File: src/adc_cfg_pkg.sv
// Constants, types and field layout of the configuration register block
// Notes on behaviour
// - One eight-bit register, four enables, one flag.
// - Register reached only by 16-bit serial instructions.
// - Bit 4 appends status bits; resets 0.
// - Bit 3 enables span compression; resets 0.
// - Bit 2 enables high-impedance input; resets 0.
// - Bit 1 enables relaxed readout; resets 0.
// - Bit 0 read-only overvoltage indicator; resets 1.
// - Event state held until read after event.
// - Writes ignore reserved bits and overvoltage indicator.
// - Truncated status readout still converts correctly.
// - Command byte: 0, read/write, then 010100.
// - Write sampled on rising edges, applied after byte.
// - Read shifts register out MSB first, falling edges.
// - Six status bits follow result, MSB first.
package adc_cfg_pkg;

    localparam logic [7:0] CFG_RESET = 8'h01;
    localparam int BIT_STATUS_EN = 4;
    localparam int BIT_SPAN_EN = 3;
    localparam int BIT_HIZ_EN = 2;
    localparam int BIT_RELAXED_EN = 1;
    localparam int BIT_OV_IDLE = 0;
    localparam logic [5:0] CMD_PATTERN = 6'h14;
    localparam logic CMD_REQUEST = 1'b0;
    localparam logic CMD_READ = 1'b1;
    localparam int RESULT_BITS = 16;
    localparam int STATUS_BITS = 6;
    localparam int FIFO_WORDS = 4;
    localparam logic [4:0] CMD_LAST_RISE = 5'h07;
    localparam logic [4:0] DATA_LAST_RISE = 5'h0F;
    localparam logic [4:0] LEN_PLAIN = 5'h10;
    localparam logic [4:0] LEN_STATUS = 5'h16;
    localparam logic [4:0] LEN_REG_FRAME = 5'h10;

    typedef struct packed {
        logic [2:0] reserved;
        logic statusEn;
        logic spanEn;
        logic hiZEn;
        logic relaxedEn;
        logic ovIdle;
    } cfg_t;

    typedef struct packed {
        logic sck;
        logic conversion_start_select;
        logic sdi;
        logic ov;
    } pins_t;

    typedef enum logic [1:0] {
        PH_IDLE = 2'b00,
        PH_CMD = 2'b01,
        PH_WRITE = 2'b10,
        PH_SKIP = 2'b11
    } phase_t;

endpackage : adc_cfg_pkg

File: src/result_fifo.sv
// Small result FIFO with registered read data and registered ready
`timescale 1ns/1ps
module result_fifo #(
    parameter int WIDTH = 16,
    parameter int DEPTH = 4
) (
    input wire logic core_clk, // Block clock
    input wire logic sys_rst, // Asynchronous reset, active high
    input wire logic [WIDTH-1:0] inData, // Word to store
    input wire logic inValid, // Word offered
    output logic inReady, // Room for a word
    output logic [WIDTH-1:0] outData, // Oldest word
    output logic outValid, // Oldest word present
    input wire logic outReady // Oldest word taken
);
    localparam int PW = (DEPTH > 1) ? $clog2(DEPTH) : 1;
    localparam int CW = $clog2(DEPTH + 1);

    typedef struct packed {
        logic [DEPTH-1:0][WIDTH-1:0] mem;
        logic [PW-1:0] wrPtr;
        logic [PW-1:0] rdPtr;
        logic [CW-1:0] count;
        logic inReady;
        logic outValid;
        logic [WIDTH-1:0] outData;
    } fifo_t;

    fifo_t q;
    fifo_t d;

    always_comb begin
        logic push;
        logic pop;
        push = inValid & q.inReady;
        pop = outReady & q.outValid;
        d = q;
        if (push) begin
            d.mem[q.wrPtr] = inData;
            d.wrPtr = (q.wrPtr == PW'(DEPTH - 1)) ? '0 : q.wrPtr + 1'b1;
        end
        if (pop) begin
            d.rdPtr = (q.rdPtr == PW'(DEPTH - 1)) ? '0 : q.rdPtr + 1'b1;
        end
        if (push && !pop) begin
            d.count = q.count + 1'b1;
        end else if (pop && !push) begin
            d.count = q.count - 1'b1;
        end
        d.inReady = d.count != CW'(DEPTH);
        d.outValid = d.count != '0;
        d.outData = d.mem[d.rdPtr];
    end

    always_ff @(posedge core_clk or posedge sys_rst) begin
        if (sys_rst) begin
            q <= '0;
            q.inReady <= 1'b1;
        end else begin
            q <= d;
        end
    end

    assign inReady = q.inReady;
    assign outData = q.outData;
    assign outValid = q.outValid;

endmodule : result_fifo

File: src/adc_config_register_sck_budget.sv
// Serial configuration register with result readout and status append
`timescale 1ns/1ps
module adc_config_register_sck_budget import adc_cfg_pkg::*; #(
    parameter int RESULT_W = RESULT_BITS,
    parameter int DEPTH = FIFO_WORDS
) (
    input wire logic core_clk, // Block clock, 40 MHz
    input wire logic sys_rst, // Asynchronous reset, active high
    input wire logic serialClock, // Host serial clock pin, idles low
    input wire logic conversionStartSelect, // Frame select pin, low opens a frame
    input wire logic serialDataIn, // Host data pin
    input wire logic overvoltageEvent, // Clamp active level
    input wire logic [RESULT_W-1:0] resultData, // Conversion result word
    input wire logic resultValid, // Result word offered
    output logic resultReady, // Result buffer has room
    output logic serialDataOut, // Data pin value
    output logic serialDataOutOe_n, // Data pin enable, low while driving
    output logic statusEnable, // Status append enabled
    output logic spanCompression, // Span compression enabled
    output logic highImpedance, // High-impedance input enabled
    output logic relaxedReadout, // Relaxed readout enabled
    output logic overvoltageIndicator // Indicator, 0 after an event
);
    localparam int SH_W = RESULT_W + STATUS_BITS + 2;

    typedef struct packed {
        pins_t meta;
        pins_t sync;
        logic sckPrev;
        logic cnvPrev;
        cfg_t cfg;
        phase_t phase;
        logic [4:0] riseCnt;
        logic [4:0] fallCnt;
        logic [4:0] outLen;
        logic [7:0] cmdSh;
        logic [7:0] wrSh;
        logic [SH_W-1:0] outSh;
        logic drive;
        logic clearPending;
        logic sdo;
        logic oeN;
    } ctl_t;

    ctl_t q;
    ctl_t d;
    logic [RESULT_W-1:0] headData;
    logic headValid;
    logic popHead;
    logic sckRise;
    logic sckFall;
    logic cnvFall;
    logic cnvRise;
    logic [7:0] cmdByte;
    logic [7:0] wrByte;
    logic cmdMatch;
    logic rdDecode;
    logic wrDone;
    logic [STATUS_BITS-1:0] statusWord;

    result_fifo #(
        .WIDTH(RESULT_W),
        .DEPTH(DEPTH)
    ) u_results (
        .core_clk(core_clk),
        .sys_rst(sys_rst),
        .inData(resultData),
        .inValid(resultValid),
        .inReady(resultReady),
        .outData(headData),
        .outValid(headValid),
        .outReady(popHead)
    );

    always_comb begin
        sckRise = q.sync.sck & ~q.sckPrev;
        sckFall = ~q.sync.sck & q.sckPrev;
        cnvFall = ~q.sync.conversion_start_select & q.cnvPrev;
        cnvRise = q.sync.conversion_start_select & ~q.cnvPrev;
        cmdByte = {q.cmdSh[6:0], q.sync.sdi};
        wrByte = {q.wrSh[6:0], q.sync.sdi};
        cmdMatch = (cmdByte[7] == CMD_REQUEST) && (cmdByte[5:0] == CMD_PATTERN);
        rdDecode = !q.sync.conversion_start_select && sckRise && q.phase == PH_CMD && q.riseCnt == CMD_LAST_RISE
            && cmdMatch && cmdByte[6] == CMD_READ;
        wrDone = !q.sync.conversion_start_select && sckRise && q.phase == PH_WRITE && q.riseCnt == DATA_LAST_RISE;
        statusWord = {q.cfg.ovIdle, q.cfg.spanEn, q.cfg.hiZEn, q.cfg.relaxedEn, 2'b00};
        popHead = cnvFall & headValid;
    end

    always_comb begin
        d = q;
        d.meta = '{sck: serialClock, conversion_start_select: conversionStartSelect, sdi: serialDataIn,
            ov: overvoltageEvent};
        d.sync = q.meta;
        d.sckPrev = q.sync.sck;
        d.cnvPrev = q.sync.conversion_start_select;
        if (cnvFall) begin
            // Result first, status bits behind it when enabled
            d.outSh = {(headValid ? headData : '0), statusWord, 2'b00};
            d.outLen = q.cfg.statusEn ? LEN_STATUS : LEN_PLAIN;
            d.drive = 1'b1;
            d.riseCnt = '0;
            d.fallCnt = '0;
            d.phase = PH_CMD;
        end else if (cnvRise) begin
            // Frame end also ends a truncated readout
            d.drive = 1'b0;
            d.phase = PH_IDLE;
            if (q.clearPending && !q.sync.ov) begin
                d.cfg.ovIdle = 1'b1;
            end
            d.clearPending = 1'b0;
        end else if (!q.sync.conversion_start_select) begin
            if (sckRise && q.riseCnt <= DATA_LAST_RISE) begin
                d.riseCnt = q.riseCnt + 1'b1;
                case (q.phase)
                    PH_CMD: begin
                        d.cmdSh = cmdByte;
                        if (q.riseCnt == CMD_LAST_RISE) begin
                            if (!cmdMatch) begin
                                d.phase = PH_SKIP;
                            end else if (cmdByte[6] == CMD_READ) begin
                                d.phase = PH_SKIP;
                                d.outSh = {1'b0, q.cfg, (SH_W - 9)'(0)};
                                d.outLen = LEN_REG_FRAME;
                                d.drive = 1'b1;
                                d.clearPending = !q.sync.ov;
                            end else begin
                                d.phase = PH_WRITE;
                            end
                        end
                    end
                    PH_WRITE: begin
                        d.wrSh = wrByte;
                        if (q.riseCnt == DATA_LAST_RISE) begin
                            // Only the writable fields take the byte
                            d.cfg.statusEn = wrByte[BIT_STATUS_EN];
                            d.cfg.spanEn = wrByte[BIT_SPAN_EN];
                            d.cfg.hiZEn = wrByte[BIT_HIZ_EN];
                            d.cfg.relaxedEn = wrByte[BIT_RELAXED_EN];
                            d.phase = PH_SKIP;
                        end
                    end
                    default: begin
                        d.phase = q.phase;
                    end
                endcase
            end
            if (sckFall && q.drive) begin
                d.outSh = {q.outSh[SH_W-2:0], 1'b0};
                d.fallCnt = q.fallCnt + 1'b1;
                if (q.fallCnt + 5'h01 == q.outLen) begin
                    d.drive = 1'b0;
                end
            end
        end
        if (q.sync.ov) begin
            // An event beats a clear in the same cycle
            d.cfg.ovIdle = 1'b0;
            d.clearPending = 1'b0;
        end
        d.cfg.reserved = '0;
        d.sdo = d.outSh[SH_W-1];
        d.oeN = ~d.drive;
    end

    always_ff @(posedge core_clk or posedge sys_rst) begin
        if (sys_rst) begin
            q <= '0;
            q.meta.conversion_start_select <= 1'b1;
            q.sync.conversion_start_select <= 1'b1;
            q.cnvPrev <= 1'b1;
            q.cfg <= CFG_RESET;
            q.phase <= PH_IDLE;
            q.oeN <= 1'b1;
        end else begin
            q <= d;
        end
    end

    assign serialDataOut = q.sdo;
    assign serialDataOutOe_n = q.oeN;
    assign statusEnable = q.cfg.statusEn;
    assign spanCompression = q.cfg.spanEn;
    assign highImpedance = q.cfg.hiZEn;
    assign relaxedReadout = q.cfg.relaxedEn;
    assign overvoltageIndicator = q.cfg.ovIdle;
endmodule : adc_config_register_sck_budget

File: config.mk
export PLATFORM = sky130hd
export DESIGN_NAME = adc_config_register_sck_budget
export DESIGN_NICKNAME = d
export VERILOG_FILES = /design/src/adc_cfg_pkg.sv /design/src/result_fifo.sv /design/src/adc_config_register_sck_budget.sv
export SDC_FILE = /design/constraint.sdc
export NUM_CORES = 1
export LEC_CHECK = 0
export ABC_CLOCK_PERIOD_IN_PS = 4000
export BUFFER_PORTS_ARGS = -buffer_cell sky130_fd_sc_hd__buf_2
export CAP_MARGIN = 20
export CORE_AREA = 10 10 138 140
export CTS_CLUSTER_DIAMETER = 100
export DETAILED_ROUTE_END_ITERATION = 8
export DIE_AREA = 0 0 148 150
export PLACE_DENSITY_LB_ADDON = 0.12
export SLEW_MARGIN = 20
export SYNTH_ARGS = -nofsm -noshare
export SYNTH_HDL_FRONTEND = slang
export SYNTH_HIERARCHICAL = 1
export SYNTH_SLANG_ARGS = --single-unit
File: constraint.sdc
create_clock -name core_clk -period 4 [get_ports core_clk]
set_clock_uncertainty 0.05 [all_clocks]
set_input_delay 0.8 -clock core_clk [delete_from_list [all_inputs] [get_ports core_clk]]
set_output_delay 0.8 -clock core_clk [all_outputs]
set_load 0.05 [all_outputs]
==> qor.txt, run 1 <==
status: finished clean
Leak: 0.004180 uW
Die X: 148 um
Yosys warnings: 6
Worst-Margin Slew: 1.047 ns
RSZ-0062 raised after global routing: no
Ant. Diodes: 0
CTS tree: yes
die height: 150 um
critical path startpoint category: flop
Final setup viols: 0
placed inst area: 7411 um^2
crit path capture: u_results/outData[2]
Synth Register Bits: 155
Fin. Hold Viols: 0
fmax: 333.3 MHz
IO Pins: 31
Net Switching: 1869 uW
Worst Path Max Fanout: 21
CTS Hold Bufs: 0
DR WL/cell: 16.77 um
via density per instance: 5.184
critical path arrival: 3.18 ns
GR Overflow Total: 0
Buf+Inv Stages, Crit Path: 0
Setup CP Type: flop to flop
CP max stage cell: o21ai_2
most common library cell in the layout ignoring fill and taps: dfrtp_1
Slew HR: 30.18%
drt total wl: 14250 um
clock root buffer: clkbuf_16
Clock power frac: 27.0%
Pre-antenna DRT Iters: 6
vias in the first global route: 4709
setup TNS: 0 ns
postcts setup bufs: 0
Synth Area per Inst: 12.03 um^2
initial antenna violation count: 0
number of routed nets with antenna violations: 0
# nets final: 657
initial core utilization: 44.28%
core box area: 16350 um^2
post-DP HPWL: 9544 um
worst-path cell chain: ha_1 > and2_1 > and3b_1 > nand2_1 > o21ai_2 > a221oi_1
Reg2Reg Setup Slack: 1.00 ns
num rows: 47
global-route wire length before repair: 24120 um
Combinational Power Share: 31.1%
total of max-cap violations: 0
final instance area: 7969 um^2
Netlist Area Pre-Place: 7239 um^2
r2r worst-path depth: 6
initial drt markers: 306
Top FF cell, synth: dfrtp_1
Syn Inst Count: 602
Levels on crit path: 6
port buffer count: 30
post-synthesis sequential area ratio: 53.68%
drt drc: 0
switching share of total power: 33.09%
Fillers: 1526
ratio of cells with drive above 1 in the final layout: 20.48%
TritonCTS Buffers: 17
sequential power share: 41.9%
Worst Setup SP: q[69]
Syn Nets: 642
dpl cells: 818
reg-to-reg critical path endpoint: u_results/outData[2]
Req. time, crit path: 4.18 ns
Vias: 4406
total power: 5649 uW
area delta synth->final: 10.08%
Worst-path clk slew: 0.06 ns
Clk Latency, worst-skew pair: 0.42 ns
Distinct cells, synth: 66
CTS sink cnt: 155
RR Startpoint: q[69]
CP top delay family: simple AND/OR/NAND/NOR gates
Post-synth ARST share: 100.0%
fin. max-slew vios: 0
Pwr Density: 708.9 nW/um^2
Worst Hold Margin: 0.3016 ns
Internal Dissipation: 3779 uW
Hold WC Path Type: flop to flop
GPL Wtd Cong: 0.7517
slowest stage delay, CP: 0.80 ns
number of synthesized flops with an enable pin: 0
most frequent cells in the layout: 149 x dfrtp_1, 84 x inv_1, 69 x mux2i_1
PostCTS Resize Cnt: 0
IR Drop Worst-Case VDD: 0.3306 mV
GRT Resource Usage Total: 13.63%
die area: 22200 um^2
minimum clock period: 3.000 ns
largest net degree at the start of global routing: 64
final worst-path cycle share: 75.00%
fin cells: 850
CTS HTree Levels: 4
Clock Tree Buf Depth: 2
Setup crit end kind: flop
worst register-to-register path, stage by stage (launching register included):
cell and delay (ns):
dfstp_2 0.55, ha_1 0.16, and2_1 0.67, and3b_1 0.31, nand2_1 0.08, o21ai_2 0.80
a221oi_1 0.20
cell families (layout without fill, tap and decap cells):
family	count (synthesis)	after routing	share of synthesized area (%)
and+or+nand+nor	95	95	8.175
xor gates and xnor gates	5	5	0.6050
AOI/OAI and AO/OA	120	120	13.72
muxes	86	86	12.18
DFF	155	155	53.68
adders and majority gates	17	17	2.938
buffers and inverters	124	152	8.693
power groups by stage:
| stage | Sequential (uW) | Combinational [uW] | Clock [uW] |
|---|---|---|---|
| floorplan | 2310 | 1600 | 0 |
| global placement | 2370 | 1710 | 0 |
| detailed placement | 2390 | 1780 | 0 |
| CTS | 2370 | 1780 | 1570 |
| global route | 2420 | 1980 | 1640 |
| finish | 2360 | 1760 | 1530 |
routing by layer:
metal	share of wire [%]	GRT usage, %
met1	47	17.29
met2	48	22.02
met3	3.3	3.351
met4	1.6	5.302
met5	0	0
flip-flops by register name (all words and copies together), names as in the netlist:
name and flops:
u_results/q 71, q 46, u_results/outData 16, cmdByte 8, d 6, highImpedance 1, overvoltageIndicator 1, relaxedReadout 1
serialDataOutOe_n 1, spanCompression 1, statusEnable 1, u_results/inReady 1, u_results/outValid 1
per-stage QoR:
step | utilization (%) | setup WS (ns)
after floorplan | - | 0.8448
after global placement | 45.33 | 1.057
after detailed placement | 45.33 | 0.9701
after CTS | 48.74 | 0.9528
after global routing | 48.74 | 0.7061
final | 48.74 | 1.000
final cells by class:
cell class	instances	area, um^2	area share [%]
sequential	155	3886	48.77
multi-input combinational	323	2733	34.29
clock buffer	19	432.9	5.433
inverter	86	324.1	4.067
tap	220	275.3	3.454
timing repair buffer	34	192.7	2.418
clock inverter	13	125.1	1.570
worst min path at each step:
stage | from | endpoint | cells past startpoint
final | d[74] | d[70] | 0
after global routing | d[72] | cmdByte[0] | 0
after detailed placement | d[72] | cmdByte[0] | 0
after global placement | d[72] | cmdByte[0] | 0
after CTS | d[74] | d[70] | 0
after floorplan | d[72] | cmdByte[0] | 0
Yosys cell counts (all sizes together), types with 2 or more instances:
master   number  area share, %
clkbuf        4           0.21
or3           4           0.41
a222oi        4           0.55
ha           17            2.9
dfstp         6            2.2
nor2         10           0.55
a31oi         6           0.60
nand3b        3           0.66
inv          86            4.5
a211oi        2           0.21
o31ai         3           0.31
o21ai        34            2.5
nand2b        2           0.28
nand4bb       2           0.31
a221oi       16            2.9
o2bb2ai       2           0.24
dfrtp       149             52
a22o         20            2.5
a21oi         7           0.48
nand3        11           0.90
a22oi        15            1.6
mux2i        69            9.5
nand4         2           0.17
mux2         17            2.6
nand2        33            1.9
and3          4           0.35
xnor2         2           0.24
xor2          3           0.36
and2          8           0.69
o211ai        3           0.50
or2           2           0.17
nor4b         2           0.33
buf          34            4.0
nor4          2           0.38
nor3          4           0.28
Power figures use the tool's default switching activity.
==> inputs of run 2 (changes only) <==
ABC_CLOCK_PERIOD_IN_PS = 3100   (was 4000)
clock period = 3.1 ns   (was 4 ns; I/O delays follow)
==> qor.txt, run 2 (synthesized netlist as in run 1, its figures left out) <==
status: finished clean (unchanged)
worst-path cell chain: inv_1 > ha_1 > and2_1 > buf_4 > and2_1 > o32ai_4 > buf_4 > a22o_1 > a221oi_2 (was ha_1 > and2_1 > and3b_1 > nand2_1 > o21ai_2 > a221oi_1)
clock root buffer: clkbuf_16 (unchanged)
Buf+Inv Stages, Crit Path: 3 (was 0)
DR WL/cell: 16.86 um (was 16.77 um)
initial antenna violation count: 0 (unchanged)
M1 WL: 6774 um (was 6655 um)
Pwr Density: 926.1 nW/um^2 (was 708.9 nW/um^2)
CTS Hold Bufs: 0 (unchanged)
die height: 150 um (unchanged)
fin. max-slew vios: 0 (unchanged)
CP max stage cell: dfstp_2 (was o21ai_2)
PostCTS Resize Cnt: 0 (unchanged)
drt drc: 0 (unchanged)
Fin. Hold Viols: 0 (unchanged)
drt total wl: 14430 um (was 14250 um)
RR Startpoint: d[69] (was q[69])
ratio of cells with drive above 1 in the final layout: 21.54% (was 20.48%)
initial drt markers: 280 (was 306)
post-DP HPWL: 9787 um (was 9544 um)
sequential power share: 40.6% (was 41.9%)
TritonCTS Buffers: 17 (unchanged)
CTS sink cnt: 155 (unchanged)
port buffer count: 30 (unchanged)
Slew HR: 52.84% (was 30.18%)
Worst Hold Margin: 0.08451 ns (was 0.3016 ns)
max FFs per register: 71 (unchanged)
area of the multi-input gates: 2733 um^2 (unchanged)
GRT Resource Usage Total: 13.96% (was 13.63%)
Pre-antenna DRT Iters: 5 (was 6)
minimum clock period: 2.581 ns (was 3.000 ns)
fin cells: 856 (was 850)
Worst-path clk slew: 0.07 ns (was 0.06 ns)
routed wl met3: 498 um (was 476 um)
core box area: 16350 um^2 (unchanged)
# nets final: 663 (was 657)
most frequent cells in the layout: 149 x dfrtp_1, 84 x inv_1, 69 x mux2i_1 (unchanged)
Clock Tree Buf Depth: 2 (unchanged)
post-place setup slack: 0.5370 ns (was 0.9701 ns)
switching share of total power: 33.88% (was 33.09%)
die area: 22200 um^2 (unchanged)
critical path arrival: 2.82 ns (was 3.18 ns)
Reg2Reg Setup Slack: 0.52 ns (was 1.00 ns)
Ant. Diodes: 0 (unchanged)
IO Pins: 31 (unchanged)
GR Overflow Total: 0 (unchanged)
Worst-Margin Slew: 0.7065 ns (was 1.047 ns)
Setup CP Type: flop to flop (unchanged)
Die X: 148 um (unchanged)
Internal Dissipation: 4940 uW (was 3779 uW)
vias in the first global route: 4718 (was 4709)
Top Layer Used: met4 (unchanged)
most common library cell in the layout ignoring fill and taps: dfrtp_1 (unchanged)
Worst Path Max Fanout: 17 (was 21)
slowest stage delay, CP: 0.64 ns (was 0.80 ns)
Vias: 4486 (was 4406)
dpl cells: 824 (was 818)
CTS tree: yes (unchanged)
num rows: 47 (unchanged)
Net Switching: 2532 uW (was 1869 uW)
largest net degree at the start of global routing: 50 (was 64)
initial core utilization: 44.28% (unchanged)
Setup crit end kind: flop (unchanged)
CTS HTree Levels: 4 (unchanged)
GPL Wtd Cong: 0.8070 (was 0.7517)
RSZ-0062 raised after global routing: no (unchanged)
met2 WL post-DR: 7010 um (was 6891 um)
Clk Latency, worst-skew pair: 0.43 ns (was 0.42 ns)
reg-to-reg critical path endpoint: u_results/outData[14] (was u_results/outData[2])
via density per instance: 5.241 (was 5.184)
r2r worst-path depth: 9 (was 6)
Hold WC Path Type: input pin to async pin (was flop to flop)
CP top delay family: flip-flops (was simple AND/OR/NAND/NOR gates)
Req. time, crit path: 3.34 ns (was 4.18 ns)
critical path startpoint category: flop (unchanged)
final worst slack: 0.5192 ns (was 1.000 ns)
Fillers: 1518 (was 1526)
Final setup viols: 0 (unchanged)
setup TNS: 0 ns (unchanged)
Combinational Power Share: 31.1% (about the same)
area delta synth->final: 11.44% (was 10.08%)
fin util: 49.35% (was 48.74%)
fmax: 387.5 MHz (was 333.3 MHz)
final worst-path cycle share: 83.25% (was 75.00%)
number of routed nets with antenna violations: 0 (unchanged)
postcts setup bufs: 0 (unchanged)
total of max-cap violations: 0 (unchanged)
Leak: 0.004229 uW (was 0.004180 uW)
IR Drop Worst-Case VDD: 0.5701 mV (was 0.3306 mV)
FF/Latch Area: 3886 um^2 (unchanged)
global-route wire length before repair: 24610 um (was 24120 um)
Clock power frac: 28.4% (was 27.0%)
Largest Register: u_results/q (unchanged)
run 2: routing by layer:
metal / GRT usage (%) / up-vias
met2: 22.31 / 73
met4: 4.559 / 0
li1: - / 2133
met3: 3.804 / 15
met1: 17.98 / 2265
met5: 0 / -
run 2: worst max-delay path by stage:
stage,start,end,slack [ns],depth (start not counted)
2_1_floorplan,sys_rst,u_results/outData[0],0.12,1
3_3_place_gp,d[69],u_results/outData[11],0.61,9
3_5_place_dp,d[69],u_results/outData[14],0.54,9
4_1_cts,d[69],u_results/outData[14],0.52,9
5_1_grt,d[69],u_results/outData[9],0.39,9
6_report,d[69],u_results/outData[14],0.52,9
run 2: final cells by class:
type,instances,area share (%)
Multi-Input combinational cell,323,33.87
Sequential cell,155,48.17
Clock inverter,15,2.156
Clock buffer,17,5.273
Inverter,86,4.017
Timing Repair Buffer,40,3.102
Tap cell,220,3.412
run 2: power by group through the flow:
stage	combinational, uW	sequential [uW]	clock [uW]
finish	2320	3030	2120
global route	2590	3120	2260
CTS	2350	3040	2170
detailed placement	2340	3070	0
global placement	2240	3050	0
floorplan	2070	2970	0
run 2: worst reg2reg max path, stage by stage, from the launching register on:
cell	delay (ns)
dfstp_2	0.64
inv_1	0.12
ha_1	0.21
and2_1	0.20
buf_4	0.22
and2_1	0.25
o32ai_4	0.21
buf_4	0.29
a22o_1	0.21
a221oi_2	0.05
run 2: metrics by stage:
step           area [um^2]  total power (uW)
2_1_floorplan         7239              5043
6_report              8068              7472
5_1_grt               8068              7969
3_3_place_gp          7468              5295
3_5_place_dp          7468              5409
4_1_cts               8068              7563
